File: src/rtl/pgtrn_pkg.sv
package pgtrn_pkg;

   // --------------------------------------------------------------
   // clock and timing
   // --------------------------------------------------------------
   localparam int SYS_CLK_HZ      = 10000000;
   localparam int HALF_SLOT_NS    = 312500;
   localparam int HALF_SLOT_CYC   = (HALF_SLOT_NS / 100);
   localparam int RETUNE_MIN_NS   = 224500;
   localparam int RETUNE_CYC      = (RETUNE_MIN_NS + 99) / 100;
   localparam int PHASE_LSB       = 12;
   localparam int PHASE_MSB_79    = 16;
   localparam int PHASE_MSB_23    = 15;
   localparam int CLK_W           = 28;

   // --------------------------------------------------------------
   // scan window and interval limits, in slots
   // --------------------------------------------------------------
   localparam int SLOT_US         = 625;
   localparam int R1_MAX_MS       = 1280;
   localparam int R2_MAX_MS       = 2560;
   localparam int R1_MAX_SLOTS    = R1_MAX_MS * 1000 / SLOT_US;
   localparam int R2_MAX_SLOTS    = R2_MAX_MS * 1000 / SLOT_US;
   localparam int VOICE_INTERVAL  = 6;
   localparam int WIN_ONE_VOICE   = 36;
   localparam int WIN_TWO_VOICE   = 54;
   localparam int TRAIN_LEN       = 16;
   localparam int HOPS_PER_SET    = 32;

   // --------------------------------------------------------------
   // repetition field codes
   // --------------------------------------------------------------
   localparam logic [1:0] CONTINUOUS_SCAN_MODE = 2'h0;
   localparam logic [1:0] SHORT_INTERVAL_MODE  = 2'h1;
   localparam logic [1:0] LONG_INTERVAL_MODE   = 2'h2;
   localparam logic [1:0] SCAN_REP_RESERVED    = 2'h3;

   typedef enum logic [2:0] {
      PGTRN_IDLE    = 3'h0,
      PGTRN_SCAN    = 3'h1,
      PGTRN_PAGE    = 3'h4,
      PGTRN_SLVRSP  = 3'h3,
      PGTRN_MSTRSP  = 3'h6
   } pgtrn_state_e;

   // one radio command to the hop kernel
   typedef struct packed {
      logic       txEn;
      logic       rxEn;
      logic       responseHop;
      logic [4:0] hopOffset;
      logic [4:0] hopPhase;
   } pgtrn_radio_s;

   // link manager settings for a page attempt
   typedef struct packed {
      logic [15:0] pageTimeout;
      logic [9:0]  trainRepeatCount;
      logic        reducedHop;
   } pgtrn_page_cfg_s;

endpackage

File: src/rtl/pgtrn_sync.sv
`timescale 1ns/100ps
// three-stage input synchroniser; a change counts once stages two and three agree
module pgtrn_sync (
   input  wire logic sys_clk,
   input  wire logic rst,
   input  wire logic async_in,
   output logic      sync_out
);
   logic [2:0] stage_reg;
   logic       out_reg;

   always_ff @(posedge sys_clk) begin
      if (rst) begin
         stage_reg <= 3'h0;
         out_reg   <= 1'b0;
      end else begin
         stage_reg <= {stage_reg[1:0], async_in};
         if (stage_reg[1] == stage_reg[2]) begin
            out_reg <= stage_reg[2];
         end
      end
   end

   assign sync_out = out_reg;
endmodule

File: src/rtl/pgtrn_top.sv
`timescale 1ns/100ps
// Behaviour
// - listen-for-page entered from idle only; the connected input does not affect entry.
// - reserved voice slots interrupt scan windows.
// - with voice links, a scan window under 36 or 54 slots raises windowShort.
// - scan interval versus window picks repetition mode zero, one, two, or reserved code three above 2.56 s.
// - repetition mode advertised in the two-bit scan repetition field.
// - optional scan scheme allowed except after own inquiry response.
// - paging sends target access code on hops, listens between sends.
// - hop sequence from target address, phase from estimated peer clock.
// - two identity packets per transmit slot, at least 224.5 us retune.
// - receive slot listens on the two matching response hops.
// - new hop pair each transmit slot; 3200 hops per second.
// - one train covers 16 hops in 16 slots, 10 ms.
// - first train is f(k-8)..f(k+7), k from clock bits 16..12.
// - first train repeated configured count or until response.
// - train contents follow the current clock phase every 1.28 s.
// - second train is f(k-16)..f(k-9) and f(k+8)..f(k+15).
// - trains alternate, each repeated, until response or timeout.
// - response in any listen occasion enters master response.
// - reduced system uses one 16-hop train, phase from bits 15..12.
// - scan window covers 16 page frequencies on a single hop.
// - correlator trigger while the scan window is listening enters slave response.
module pgtrn_top
   import pgtrn_pkg::*;
#(
   parameter int SCAN_WIN_W = 12
) (
   input  wire logic                  sys_clk,
   input  wire logic                  rst,
   input  wire logic                  scanStart,
   input  wire logic                  pageStart,
   input  wire logic                  abortReq,
   input  wire logic                  connected,
   input  wire logic                  afterInquiryResp,
   input  wire logic                  optScanReq,
   input  wire logic [1:0]            voiceLinks,
   input  wire logic [SCAN_WIN_W-1:0] scanWindow,
   input  wire logic [SCAN_WIN_W-1:0] scanInterval,
   input  wire logic                  voiceSlot,
   input  wire logic                  corrTrigger,
   input  wire logic                  respDetect,
   input  wire logic [CLK_W-1:0]      estimated_peer_clock,
   input  wire pgtrn_page_cfg_s       pageCfg,
   output pgtrn_radio_s               radioCmd,
   output logic [1:0]                 scan_repetition_field,
   output logic                       optScanEn,
   output logic                       scanning,
   output logic                       paging,
   output logic                       slaveResponse,
   output logic                       masterResponse,
   output logic                       pageTimedOut,
   output logic                       windowShort
);

   initial begin
      if (SCAN_WIN_W < 7 || SCAN_WIN_W > 16) begin
         $error("scan window width out of range");
      end
   end

   // --------------------------------------------------------------
   // asynchronous radio inputs
   // --------------------------------------------------------------
   logic corrSync;
   logic respSync;

   pgtrn_sync u_corr_sync (
      .sys_clk  (sys_clk),
      .rst      (rst),
      .async_in (corrTrigger),
      .sync_out (corrSync)
   );

   pgtrn_sync u_resp_sync (
      .sys_clk  (sys_clk),
      .rst      (rst),
      .async_in (respDetect),
      .sync_out (respSync)
   );

   // --------------------------------------------------------------
   // state
   // --------------------------------------------------------------
   typedef struct packed {
      pgtrn_state_e           state;
      logic [10:0]            tickCnt;
      logic [1:0]             quarter;
      logic [SCAN_WIN_W-1:0]  slotInWin;
      logic [SCAN_WIN_W-1:0]  slotInIntv;
      logic [15:0]            timeout;
      logic [9:0]             repeatCount;
      logic [9:0]             repeatLeft;
      logic                   reduced;
      logic [3:0]             trainPos;
      logic                   trainB;
      logic                   respPrev;
      pgtrn_radio_s           radio;
      logic [1:0]             srField;
      logic                   optScan;
      logic                   timedOut;
      logic                   winShort;
      logic                   scanFlag;
      logic                   pageFlag;
      logic                   slvFlag;
      logic                   mstFlag;
   } pgtrn_regs_s;

   pgtrn_regs_s r_reg;
   pgtrn_regs_s r_next;

   logic       tick;
   logic       slotEdge;
   logic [4:0] phase;
   logic [4:0] trainOffset;
   logic [4:0] hopIdx;
   logic [1:0] srMode;
   logic [SCAN_WIN_W-1:0] winMin;

   // quarter-slot tick, 156.2 us
   assign tick     = (r_reg.tickCnt == 11'(HALF_SLOT_CYC / 2 - 1));
   assign slotEdge = tick && (r_reg.quarter == 2'h3);

   // phase source; reduced system uses four bits
   assign phase = r_reg.reduced
      ? {1'b0, estimated_peer_clock[PHASE_MSB_23:PHASE_LSB]}
      : estimated_peer_clock[PHASE_MSB_79:PHASE_LSB];

   // train A offset; train B skips the A hops
   // one hop per half slot; the receive slot repeats its transmit slot's pair,
   // so each train position pair walks eight fresh pairs through 16 slots
   always_comb begin
      hopIdx      = {1'b0, r_reg.trainPos[3:1], r_reg.quarter[1]};
      trainOffset = 5'(hopIdx[3:0]) - 5'h8;
      if (r_reg.trainB) begin
         trainOffset = hopIdx[3] ? 5'(hopIdx[2:0]) + 5'h8 : 5'(hopIdx[2:0]) - 5'h10;
      end
   end

   always_comb begin
      if (scanInterval == scanWindow) begin
         srMode = CONTINUOUS_SCAN_MODE;
      end else if (32'(scanInterval) <= R1_MAX_SLOTS) begin
         srMode = SHORT_INTERVAL_MODE;
      end else if (32'(scanInterval) <= R2_MAX_SLOTS) begin
         srMode = LONG_INTERVAL_MODE;
      end else begin
         srMode = SCAN_REP_RESERVED;
      end
   end

   // recommended window with voice; at least one train
   always_comb begin
      unique case (voiceLinks)
         2'h0:    winMin = SCAN_WIN_W'(TRAIN_LEN);
         2'h1:    winMin = SCAN_WIN_W'(WIN_ONE_VOICE);
         default: winMin = SCAN_WIN_W'(WIN_TWO_VOICE);
      endcase
   end

   // --------------------------------------------------------------
   // next-state logic
   // --------------------------------------------------------------
   always_comb begin
      r_next          = r_reg;
      r_next.respPrev = respSync;
      r_next.tickCnt  = tick ? 11'h0 : r_reg.tickCnt + 11'h1;
      if (tick) begin
         r_next.quarter = r_reg.quarter + 2'h1;
      end
      r_next.srField  = srMode;
      r_next.winShort = (scanWindow < winMin);
      r_next.radio    = '0;

      unique case (r_reg.state)
         PGTRN_IDLE: begin
            r_next.slotInWin  = '0;
            r_next.slotInIntv = '0;
            if (scanStart) begin
               r_next.state   = PGTRN_SCAN;
               r_next.optScan = optScanReq && !afterInquiryResp;
            end else if (pageStart) begin
               r_next.state       = PGTRN_PAGE;
               r_next.timeout     = pageCfg.pageTimeout;
               r_next.repeatCount = (pageCfg.trainRepeatCount == 10'h0)
                                    ? 10'h1 : pageCfg.trainRepeatCount;
               r_next.repeatLeft  = (pageCfg.trainRepeatCount == 10'h0)
                                    ? 10'h1 : pageCfg.trainRepeatCount;
               r_next.reduced     = pageCfg.reducedHop;
               r_next.trainPos    = '0;
               r_next.trainB      = 1'b0;
               r_next.timedOut    = 1'b0;
               // slot timing restarts at entry so the first train is whole
               r_next.tickCnt     = '0;
               r_next.quarter     = '0;
            end
         end

         PGTRN_SCAN: begin
            // listen on one hop for the window; voice slot wins
            r_next.radio.rxEn     = (r_reg.slotInWin < scanWindow) && !voiceSlot;
            r_next.radio.hopPhase = phase;
            if (slotEdge) begin
               r_next.slotInWin  = r_reg.slotInWin + SCAN_WIN_W'(1);
               r_next.slotInIntv = r_reg.slotInIntv + SCAN_WIN_W'(1);
               if (r_reg.slotInIntv + SCAN_WIN_W'(1) >= scanInterval) begin
                  r_next.slotInWin  = '0;
                  r_next.slotInIntv = '0;
               end
            end
            // trigger only counts inside the open window
            if (corrSync && r_reg.radio.rxEn) begin
               r_next.state = PGTRN_SLVRSP;
            end else if (abortReq) begin
               r_next.state = connected ? PGTRN_IDLE : PGTRN_IDLE;
            end
         end

         PGTRN_PAGE: begin
            // send in even slots of the train, listen in odd slots
            // one hop per half slot leaves about 244 us to retune
            // receive slot reuses the pair on the response hops
            r_next.radio.txEn        = !voiceSlot && !r_reg.trainPos[0];
            r_next.radio.rxEn        = !voiceSlot && r_reg.trainPos[0];
            r_next.radio.responseHop = r_reg.trainPos[0];
            r_next.radio.hopOffset   = r_reg.reduced ? 5'(hopIdx[3:0]) : trainOffset;
            r_next.radio.hopPhase    = phase;
            if (slotEdge) begin
               r_next.timeout = r_reg.timeout - 16'h1;
               // advance to a fresh pair every other slot
               r_next.trainPos = r_reg.trainPos + 4'h1;
               if (r_reg.trainPos == 4'hf) begin
                  if (r_reg.repeatLeft == 10'h1) begin
                     r_next.repeatLeft = r_reg.repeatCount;
                     r_next.trainB     = !r_reg.trainB && !r_reg.reduced;
                  end else begin
                     r_next.repeatLeft = r_reg.repeatLeft - 10'h1;
                  end
               end
            end
            if (respSync && !r_reg.respPrev) begin
               r_next.state = PGTRN_MSTRSP;
            end else if (slotEdge && r_reg.timeout <= 16'h1) begin
               r_next.state    = PGTRN_IDLE;
               r_next.timedOut = 1'b1;
            end else if (abortReq) begin
               r_next.state = PGTRN_IDLE;
            end
         end

         PGTRN_SLVRSP, PGTRN_MSTRSP: begin
            if (abortReq) begin
               r_next.state = PGTRN_IDLE;
            end
         end

         default: r_next.state = PGTRN_IDLE;
      endcase

      // leaving a substate must not key the radio for one more cycle
      if (r_next.state != r_reg.state) begin
         r_next.radio = '0;
      end
      r_next.scanFlag = (r_next.state == PGTRN_SCAN);
      r_next.pageFlag = (r_next.state == PGTRN_PAGE);
      r_next.slvFlag  = (r_next.state == PGTRN_SLVRSP);
      r_next.mstFlag  = (r_next.state == PGTRN_MSTRSP);
   end

   always_ff @(posedge sys_clk) begin
      if (rst) begin
         r_reg       <= '0;
         r_reg.state <= PGTRN_IDLE;
      end else begin
         r_reg <= r_next;
      end
   end

   // --------------------------------------------------------------
   // outputs
   // --------------------------------------------------------------
   assign radioCmd              = r_reg.radio;
   assign scan_repetition_field = r_reg.srField;
   assign optScanEn             = r_reg.optScan;
   assign scanning              = r_reg.scanFlag;
   assign paging                = r_reg.pageFlag;
   assign slaveResponse         = r_reg.slvFlag;
   assign masterResponse        = r_reg.mstFlag;
   assign pageTimedOut          = r_reg.timedOut;
   assign windowShort           = r_reg.winShort;

endmodule

File: config.mk
export PLATFORM = sky130hd
export DESIGN_NAME = pgtrn_top
export DESIGN_NICKNAME = d
export VERILOG_FILES = /design/src/rtl/pgtrn_pkg.sv /design/src/rtl/pgtrn_sync.sv /design/src/rtl/pgtrn_top.sv
export SDC_FILE = /design/constraint.sdc
export NUM_CORES = 1
export LEC_CHECK = 0
export BUFFER_PORTS_ARGS = -buffer_cell sky130_fd_sc_hd__buf_2
export CELL_PAD_IN_SITES_DETAIL_PLACEMENT = 1
export CELL_PAD_IN_SITES_GLOBAL_PLACEMENT = 1
export CORE_MARGIN = 3
export CORE_UTILIZATION = 42
export DETAILED_ROUTE_END_ITERATION = 10
export PLACE_DENSITY_LB_ADDON = 0.05
export SLEW_MARGIN = 20
export SYNTH_ARGS = -nofsm -noshare
export SYNTH_HDL_FRONTEND = slang
export SYNTH_HIERARCHICAL = 1
export SYNTH_SLANG_ARGS = --single-unit
File: constraint.sdc
create_clock -name sys_clk -period 4 [get_ports sys_clk]
set_input_delay 0.4 -clock sys_clk [delete_from_list [all_inputs] [get_ports sys_clk]]
set_output_delay 0.4 -clock sys_clk [all_outputs]
set_load 0.02 [all_outputs]
# [Yosys cells after proc, flatten, opt, wreduce, memory -nomap -nowiden]
# Index checks and enable logic that the tools add are counted.
[word_totals] register_bits=113 out_inout_bits=22
[op_classes] n_addsub=10 magnitude_cmp=5 eq_ne=25 mux=38 n_bitwise=3 n_reduce_logical=35
[ops] operator="42-bit 2-to-1 mux" n=2
[ops] operator="24-bit 2-to-1 mux" n=2
[ops] operator="24-bit one-hot mux with 2 select lines" n=1
[ops] operator="10-bit 2-to-1 mux" n=4
[ops] operator="16-bit 2-to-1 mux" n=2
[ops] operator="16-bit one-hot mux with 2 select lines" n=1
[ops] operator="13-bit 2-to-1 mux" n=2
[ops] operator="12-bit by 1-bit adder with 12-bit output, second input constant" n=2
[ops] operator="12-bit < comparator" n=2
[ops] operator="10-bit one-hot mux with 2 select lines" n=1
[ops] operator="16-bit by 1-bit <= comparator with 1-bit output, second input constant" n=1
[ops] operator="2-bit != test, second input constant" n=8
[ops] operator="16-bit by 1-bit subtractor with 16-bit output, second input constant" n=1
[ops] operator="3-bit 2-to-1 mux" n=5
[ops] operator="5-bit 2-to-1 mux" n=3
[ops] operator="12-bit == test" n=1
[ops] operator="3-bit == test, second input constant" n=4
[ops] operator="12-bit greater-or-equal comparator" n=1
[ops] operator="12-bit <= comparator, second input constant" n=1
[ops] operator="3-bit one-hot mux with 4 select lines" n=1
[ops] operator="6-bit one-hot mux with 2 select lines" n=1
[ops] operator="11-bit by 1-bit adder with 11-bit output, second input constant" n=1
[ops] operator="11-bit == test, second input constant" n=1
[ops] operator="11-bit 2-to-1 mux" n=1
[ops] operator="34 further kinds" n=67

# [Longest topological paths before layout]
# Gate-level depths: netlist of the first run.
[depth] word_depth=8 mapped_depth=12

# [Cells and area by module]
# Netlist of the first run, hierarchy kept.
[by_module_without_submodules] module="pgtrn_top" instances=1 cells_per_inst=782 area_each_um2=6231.0
[by_module_without_submodules] module="pgtrn_sync" instances=2 cells_per_inst=10 area_each_um2=112.6

# [Worst setup path after synthesis of the first run]
# OpenSTA, ideal clock, no wires.
[synth_timing] path_kind="flip-flop to flip-flop" from="reg r_reg[65] (netlist bit)" to="reg r_reg[82] (netlist bit)" setup_time_ps=87 arrival_ps=2880 slack_ps=1033 path_stages_with_launch=12 n_path_buf=1 synth_period_minus_slack_ps=2967 path_cell_list="dfxtp_1 -> ha_1 -> inv_1 -> or2_1 -> xnor2_1 -> ha_1 -> o21ai_0 -> nor2_1 -> o41ai_1 -> nand4_1 -> clkbuf_1 -> o31ai_1"
[synth_via] elab_chain_cells=5
[synth_lines] element="start, declared" line_no="pgtrn_top.sv:109" source="pgtrn_regs_s r_reg;"
[synth_lines] element="start signal, assigned" line_no="pgtrn_top.sv:275" source="r_reg <= r_next;"
[synth_lines] element="12-bit by 1-bit adder with 12-bit output" line_no="pgtrn_top.sv:206" source="if (r_reg.slotInIntv + SCAN_WIN_W'(1) >= scanInterval) begin"
[synth_lines] element="12-bit greater-or-equal comparator" line_no="pgtrn_top.sv:206"
[synth_lines] element="24-bit 2-to-1 mux" line_no="pgtrn_top.sv:206"
[synth_lines] element="24-bit 2-to-1 mux" line_no="pgtrn_top.sv:203" source="if (slotEdge) begin"
[synth_lines] element="24-bit one-hot mux with 2 select lines" line_no="pgtrn_top.sv:175" source="unique case (r_reg.state)"
# No other way between the ends. The select of a mux whose other input is x is not followed.
# A chain may end at the register's enable or synchronous reset.

# [Worst setup path in the final report of the first run]
[layout_timing] from="reg r_reg[67] (netlist bit)" to="reg r_reg[78] (netlist bit)"
# The elaborated chain is that of the path after synthesis.

==> flow_summary.toml, run 1 <==
[cts]
clk_pin_slew_ps = 60
clock-root-buffer = "clkbuf_16"
cts_tree = "done"
ctsResizeCount = 0
cts.sinks = 113
clk_latency_ps = 420
cts_hold_buf = 0
cts_buffers = 17
h-tree-depth = 4
post_cts_buffers = 0
clock_path_buffers = 2

[placed_design]
io_buffers = 89
gp_congestion = 0.786
hpwl_microns = 14200
dp_cells = 1034

[floorplanning]
io_pins = 114
rows = 44
die-area_sq_um = 16900
fp.coreArea_sq_um = 14800
die_w_microns = 130
die_h_microns = 130
initial_core_util = 0.436

[synthesis]
synthTopCellsByArea = "dfxtp_1 35%, ha_1 7.4%, nor2_1 4.8%"
syn_area_sq_um = 6460
synthCells = 802
syn_avg_cell_area_sq_um = 8.05
synth_edf_count = 0
async_flop_share = 0
ys_warn_count = 6
synth_seq_cells = 113
synth_fp_nets = 932
synth_top_area_cell = "dfxtp_1"
ys_types = 61
synth_top_area_frac = 0.350
ys_seq_area_frac = 0.350
ys.flop_type = "dfxtp_1"

[setup_path]
critPathMostFrequentCell = "nor2_1"
end_kind = "flip-flop"
path_cells = "nand4_1, nor2_1, nand3_1, xnor2_1, ha_1, a2111o_1, nor2_1, and3_1, a22o_1"
required_ps = 4360
arrival_ps = 3600
worstPathMaxFanout = 10
cpPeakStageDelay_ps = 620
slowest_stage = "a2111o_1"
critPathKind = "flip-flop to flip-flop"
cp-start-kind = "flip-flop"

[outcome]
status = "completed"

[cells_and_area]
area_growth_pct = 17.0
drive_above_1_share = 0.171
fin_nets = 999
multi_input_area_sq_um = 3720
num-fill-cells = 1807
n_antenna_cell = 0
largest_register_ffs = 79
stdcell_count = 1066
seq_area_sq_um = 2260

[global_route]
grt_util_met1 = 0.314
grt_pass1_wl_microns = 32700
grtUsageTotal = 0.245
use_met3 = 0.0557
top_usage_layer = "met2"
antenna_found_initial = 0
grt_max_degree = 51
grt_pass1_vias = 6345
use_met2 = 0.419
overflow = 0

[min_path]
hp-class = "input pin to flip-flop"

[power]
clkPwrFrac = 0.492
power_switching_w = 0.000852
power_density_nw_per_um2 = 409
vdd_drop_max_v = 0.000291
comb_power_share = 0.122
seqPwrFrac = 0.386
leakagePower_nw = 3.10
p_int_w = 0.00223
swShare = 0.276

[timing]
tightestPinTransition_ps = 850
slew_headroom = 0.427
rsz0062_at_grt = "no"
fmax_mhz = 308
fin_skew_ps = 8.03
finalHoldViolations = 0
setup_viol = 0
setup-tns-final_ps = 0
fin_crit_sh = 0.812
min_period_ps = 3250
maxSlewViolCount = 0

[route]
final_antenna_net_count = 0
viasPerCell = 5.78
drt_iter0_drc = 338
vias = 6158
first_pass_iters = 4
drcViolationCount = 0
wire_per_inst_microns = 19.0
routed_wl_microns = 20300

[flow_run]
maxCapViolCount = 0
[metal layers]
layer | up-vias | share of wire
met4 | 0 | 0.0098
met2 | 138 | 0.49
li1 | 2980 | -
met1 | 3025 | 0.45
met5 | - | 0
met3 | 15 | 0.049
[logic make-up (layout without fill, tap and decap cells)]
logic type      Yosys count  count (layout)  synth area share
compound gates          188             188             0.197
xor+xnor                 42              42            0.0570
fa+ha+maj                38              38            0.0736
buf+inv                 110             190            0.0762
flops                   113             113             0.350
mux                       5               5            0.0101
simple gates            306             306             0.235
[synthesized netlist by cell type, drive strengths merged, types with 7 or more instances]
master / instances
dfxtp: 113
nor4: 23
ha: 38
nand2: 74
o21ai: 41
nand4: 7
or2: 8
nor2b: 15
xor2: 27
inv: 57
nand3: 19
a21oi: 37
nor3: 29
nor2: 82
a211oi: 20
clkbuf: 31
or3: 7
o31ai: 9
nand2b: 10
xnor2: 15
a31oi: 14
a22o: 10
a221oi: 9
buf: 22
[power groups by stage]
stage          Clock, W  Combinational (W)  Sequential (W)
4_1_cts         0.00154           0.000380         0.00119
6_report        0.00152           0.000378         0.00119
3_5_place_dp          0           0.000371         0.00121
5_1_grt         0.00161           0.000418         0.00119
2_1_floorplan         0           0.000253         0.00120
3_3_place_gp          0           0.000358         0.00121
[worst paths after layout]
| kind | slack (ps) | cells after the start | end | start |
|---|---|---|---|---|
| setup / recovery | 750 | 9 | r_reg[78] | r_reg[67] |
| hold / removal | 180 | 2 | radioCmd[12] | voiceSlot |
| setup reg to reg | 750 | 9 | r_reg[78] | r_reg[67] |
| hold reg to reg | 450 | 1 | u_resp_sync/stage_reg[1] | u_resp_sync/stage_reg[0] |
[critical path: cells and delay by family (launching register included)]
family	cells	cell delay, ps
flip-flops	1	450
adder cells (fa/ha/maj)	1	310
AO/OA/AOI/OAI	2	780
XOR/XNOR	1	240
AND/OR/NAND/NOR	5	1420
[stage by stage]
step	instance area [sq um]	power, W	hold slack [ps]	worst slack (ps)	util
3_3_place_gp	6960	0.00157	419	899	0.470
2_1_floorplan	6460	0.00146	414	1030	-
4_1_cts	7550	0.00311	163	756	0.510
5_1_grt	7550	0.00322	165	458	0.510
3_5_place_dp	6960	0.00158	435	816	0.470
6_report	7550	0.00309	181	754	0.510
[cells in the final DEF, fill, tap and decap left out, drive strengths merged, types with 4 or more instances in the layout]
cell type / netlist / layout
o31ai: 9 / 9
or4: 6 / 6
and2: 5 / 5
o2111ai: 4 / 4
dfxtp: 113 / 113
o211ai: 6 / 6
nand4: 7 / 7
a22o: 10 / 10
clkinv: 0 / 4
buf: 22 / 101
a21oi: 37 / 37
clkinvlp: 0 / 5
a22oi: 6 / 6
nor3: 29 / 29
inv: 57 / 60
nand2b: 10 / 10
nor2: 82 / 82
xnor2: 15 / 15
o21ai: 41 / 41
ha: 38 / 38
nand3: 19 / 19
or3: 7 / 7
a211oi: 20 / 20
nor4b: 4 / 4
a31oi: 14 / 14
nor2b: 15 / 15
a221oi: 9 / 9
clkbuf: 31 / 18
or2: 8 / 8
nor4: 23 / 23
a311oi: 4 / 4
xor2: 27 / 27
and3: 6 / 6
nand2: 74 / 74
[final cells by class]
| class | instances | share of cell area |
|---|---|---|
| multi-input combinational | 579 | 0.493 |
| sequential | 113 | 0.300 |
| timing repair buffer | 101 | 0.0709 |
| clock buffer | 18 | 0.0568 |
| tap | 184 | 0.0305 |
| inverter | 57 | 0.0283 |
| clock inverter | 14 | 0.0210 |
Power figures use the tool's default switching activity.
==> run 2: changes to the inputs <==
--- a/config.mk
+++ b/config.mk
@@ -9,7 +9,7 @@
 export CELL_PAD_IN_SITES_DETAIL_PLACEMENT = 1
 export CELL_PAD_IN_SITES_GLOBAL_PLACEMENT = 1
 export CORE_MARGIN = 3
-export CORE_UTILIZATION = 42
+export CORE_UTILIZATION = 38
 export DETAILED_ROUTE_END_ITERATION = 10
 export PLACE_DENSITY_LB_ADDON = 0.05
 export SLEW_MARGIN = 20
==> constraint.sdc (replaced) <==
create_clock -name sys_clk -period 2.7 [get_ports sys_clk]
set_input_delay 0.27 -clock sys_clk [delete_from_list [all_inputs] [get_ports sys_clk]]
set_output_delay 0.27 -clock sys_clk [all_outputs]
set_load 0.02 [all_outputs]
==> flow_summary.toml, run 2 (same netlist as run 1, synthesis figures left out) <==
[timing]
min_period_ps = 2800
layout_setup_ws_ps = -102
fmax_mhz = 357
setup-tns-final_ps = -713
setup_viol = 16
slew_headroom = 0.358
maxSlewViolCount = 0
tightestPinTransition_ps = 963
rsz0062_at_grt = "yes"
fin_skew_ps = 13.8
fin_crit_sh = 1.04
finalHoldViolations = 0

[cts]
cts_tree = "done"
clock-root-buffer = "clkbuf_16"
clock_path_buffers = 2
cts_buffers = 17
cts_hold_buf = 0
clk_pin_slew_ps = 70
clk_latency_ps = 430
cts.sinks = 113
h-tree-depth = 4

[power]
power_density_nw_per_um2 = 594
leakagePower_nw = 3.47
vdd_drop_max_v = 0.000554

[flow_run]
maxCapViolCount = 0

[cells_and_area]
fin_util = 0.506
final_area_sq_um = 8400
drive_above_1_share = 0.255
area_growth_pct = 30.1
n_antenna_cell = 0
mostFrequentLayoutCell = "dfxtp_1"
most-common-layout-cells = "108 x dfxtp_1, 89 x buf_2, 77 x nor2_1"
num-fill-cells = 1982
multi_input_area_sq_um = 4100
stdcell_count = 1139
largest_register_ffs = 79
seq_area_sq_um = 2270
fin_nets = 1036

[global_route]
grt_pass1_wl_microns = 33500
grt_pass1_vias = 6440
grtUsageTotal = 0.229
grt_max_degree = 32
antenna_found_initial = 0
overflow = 0

[setup_path]
worstPathMaxFanout = 5
required_ps = 3050
arrival_ps = 3150
end_kind = "flip-flop"
critPathKind = "flip-flop to flip-flop"
cp-start-kind = "flip-flop"

[placed_design]
hpwl_microns = 15200
io_buffers = 89
post_dp_cell_area_sq_um = 7210
gp_congestion = 0.799
pre_cts_ws_ps = -103
dp_cells = 1095

[floorplanning]
die_w_microns = 136
initial_core_util = 0.389
fp.coreArea_sq_um = 16600
die_h_microns = 136
rows = 47
io_pins = 114
die-area_sq_um = 18600

[outcome]
violations = "setup timing"
status = "complete, but fails checks"

[route]
viasPerCell = 5.51
drcViolationCount = 0
drt_iter0_drc = 363
first_pass_iters = 5
routed_wl_microns = 22100
final_antenna_net_count = 0
vias = 6279
wire_per_inst_microns = 19.4

[min_path]
hp-class = "input pin to flip-flop"
==> run 2: cell types whose count changed in the layout (fill, tap and decap cells not counted), sizes merged <==
| cell | change |
|---|---|
| bufinv | +4 |
| clkbuf | +1 |
| buf | +37 |
| inv | -2 |
| clkinvlp | -3 |
==> run 2: area by class of cell <==
class	count	share of cell area
inverter	57	0.0255
clock inverter	13	0.0276
clock buffer	19	0.0539
timing repair buffer	138	0.103
multi-input combinational	579	0.488
sequential	113	0.270
tap	220	0.0328
==> run 2: repair_timing <==
action,CTS,global route
pin swaps,3,23
setup buffers,2,10
endpoints found under the setup margin,19,24
resized for setup,7,69
==> run 2: metal layers <==
metal	wire, microns	track usage	vias up
met5	0	0	-
met4	375	0.0622	0
met3	964	0.0470	33
met2	10300	0.370	148
met1	10400	0.310	3042
li1	-	-	3056
==> run 2: critical path, stage by stage, from the launching register on <==
cell      delay [ps]
dfxtp_2          380
ha_1             200
inv_1            100
or2_4            280
nand2b_4         170
xnor2_4          140
ha_4             190
a2111o_2         550
buf_6            170
buf_12           120
nor4_4           220
a31oi_4          140
o31ai_4           70
==> run 2: metrics by stage <==
step	power, W	hold slack [ps]
after floorplan	0.00216	339
after global placement	0.00235	420
after detailed placement	0.00237	443
after CTS	0.00501	25.5
after global routing	0.00517	27.4
final	0.00499	44.7
==> run 2: final timing paths <==
check | endpoint | slack, ps | startpoint | cells after the start
worst max register to register | r_reg[67] | -100 | r_reg[65] | 12
worst min-delay path | radioCmd[11] | 40 | voiceSlot | 2
worst min register to register | u_resp_sync/stage_reg[1] | 450 | u_resp_sync/stage_reg[0] | 1
worst max-delay path | r_reg[67] | -100 | r_reg[65] | 12
==> run 2: where the power goes <==
group	switching (W)	leakage (nW)	internal, W
Sequential	0.0000429	0.919	0.00172
Clock	0.000859	0.330	0.00178
Combinational	0.000353	2.22	0.000240
==> run 3: changes to the inputs <==
--- a/config.mk
+++ b/config.mk
@@ -6,10 +6,8 @@
 export NUM_CORES = 1
 export LEC_CHECK = 0
 export BUFFER_PORTS_ARGS = -buffer_cell sky130_fd_sc_hd__buf_2
-export CELL_PAD_IN_SITES_DETAIL_PLACEMENT = 1
-export CELL_PAD_IN_SITES_GLOBAL_PLACEMENT = 1
 export CORE_MARGIN = 3
-export CORE_UTILIZATION = 38
+export CORE_UTILIZATION = 60
 export DETAILED_ROUTE_END_ITERATION = 10
 export PLACE_DENSITY_LB_ADDON = 0.05
 export SLEW_MARGIN = 20
==> constraint.sdc (replaced) <==
create_clock -name sys_clk -period 3.6 [get_ports sys_clk]
set_input_delay 0.36 -clock sys_clk [delete_from_list [all_inputs] [get_ports sys_clk]]
set_output_delay 0.36 -clock sys_clk [all_outputs]
set_load 0.02 [all_outputs]
==> flow_summary.toml, run 3 (same netlist as run 1, synthesis figures left out) <==
[outcome]
status = "completed"

[setup_path]
cp-start-kind = "flip-flop"
worstPathMaxFanout = 10
critPathKind = "flip-flop to flip-flop"
required_ps = 4060
r2r_slack_ps = 360
arrival_ps = 3700
path_buf_inv = 0
cpPeakStageDelay_ps = 600
critPathMostFrequentCell = "nor2_1"
slowest_stage = "a2111o_1"
crit_family = "simple AND/OR/NAND/NOR gates"
end_kind = "flip-flop"
path_cells = "nand4_1, nor2_1, nand3_1, xnor2_1, ha_1, a2111o_1, nor2_1, and3_1, a22o_1"

[cells_and_area]
n_antenna_cell = 0
largest_register_ffs = 79
num-fill-cells = 830
fin_nets = 1001
area_growth_pct = 14.9
mostFrequentLayoutCell = "dfxtp_1"
drive_above_1_share = 0.165
most-common-layout-cells = "113 x dfxtp_1, 89 x buf_2, 82 x nor2_1"

[placed_design]
pre_cts_ws_ps = 493
gp_congestion = 0.877
hpwl_microns = 11800
io_buffers = 89

[global_route]
grt_max_degree = 64
grt_pass1_wl_microns = 27400
grtUsageTotal = 0.290
overflow = 0
grt_pass1_vias = 5730
antenna_found_initial = 0

[floorplanning]
rows = 37
initial_core_util = 0.620
die-area_sq_um = 12000
io_pins = 114
die_h_microns = 110
fp.coreArea_sq_um = 10400
die_w_microns = 110

[cts]
cts_buffers = 17
clock-root-buffer = "clkbuf_8"
cts.sinks = 113
ctsResizeCount = 0
h-tree-depth = 4
clk_pin_slew_ps = 60
post_cts_buffers = 0
cts_tree = "done"
cts_hold_buf = 1
clk_latency_ps = 530
clock_path_buffers = 2

[route]
final_antenna_net_count = 0
drt_iter0_drc = 476
drcViolationCount = 0
first_pass_iters = 5
routed_wl_microns = 17100
viasPerCell = 6.03
vias = 6153
wire_per_inst_microns = 16.8

[timing]
layout_setup_ws_ps = 356
fmax_mhz = 308
fin_skew_ps = 13.2
slew_headroom = 0.509
hold_ws_ps = 47.0
rsz0062_at_grt = "no"
setup-tns-final_ps = 0
fin_crit_sh = 0.901
tightestPinTransition_ps = 737
min_period_ps = 3240
setup_viol = 0
finalHoldViolations = 0
maxSlewViolCount = 0

[power]
vdd_drop_max_v = 0.000375
power_density_nw_per_um2 = 425
p_total_w = 0.00316
leakagePower_nw = 3.09

[min_path]
hp-class = "input pin to flip-flop"

[flow_run]
maxCapViolCount = 0
-- run 3: path summary, 6_finish.rpt --
kind	end	start	cells after the start
hold / removal	u_resp_sync/stage_reg[0]	respDetect	2
setup reg to reg	r_reg[78]	r_reg[67]	9
hold reg to reg	u_corr_sync/stage_reg[1]	u_corr_sync/stage_reg[0]	1
setup / recovery	r_reg[78]	r_reg[67]	9
-- run 3: stage by stage --
| step | utilization | instance area (sq um) | instances |
|---|---|---|---|
| finish | 0.712 | 7420 | 1020 |
| floorplan | - | 6460 | 802 |
| global placement | 0.663 | 6910 | 987 |
| CTS | 0.712 | 7420 | 1020 |
| detailed placement | 0.663 | 6910 | 987 |
| global route | 0.712 | 7420 | 1020 |
-- run 3: area by class of cell --
class	instances	area, sq um	area share
clock buffers	26	468	0.0631
clock inverters	6	32.5	0.00438
inverters	57	214	0.0288
multi-input cells	579	3720	0.501
flip-flops and latches	113	2260	0.305
well taps	136	170	0.0229
repair buffers	103	553	0.0745
-- run 3: report_power, final --
group	internal [W]	leakage, nW	switching, W
registers	0.00129	0.917	0.0000339
clock network	0.000873	0.247	0.000549
logic	0.000169	1.93	0.000243
total	0.00233	3.09	0.000826
-- run 3: layer usage --
metal | GRT usage | routed length, microns | up-vias
li1 | - | - | 2991
met2 | 0.473 | 7970 | 234
met4 | 0.118 | 286 | 0
met1 | 0.379 | 7750 | 2895
met3 | 0.0505 | 1090 | 33
met5 | 0 | 0 | -
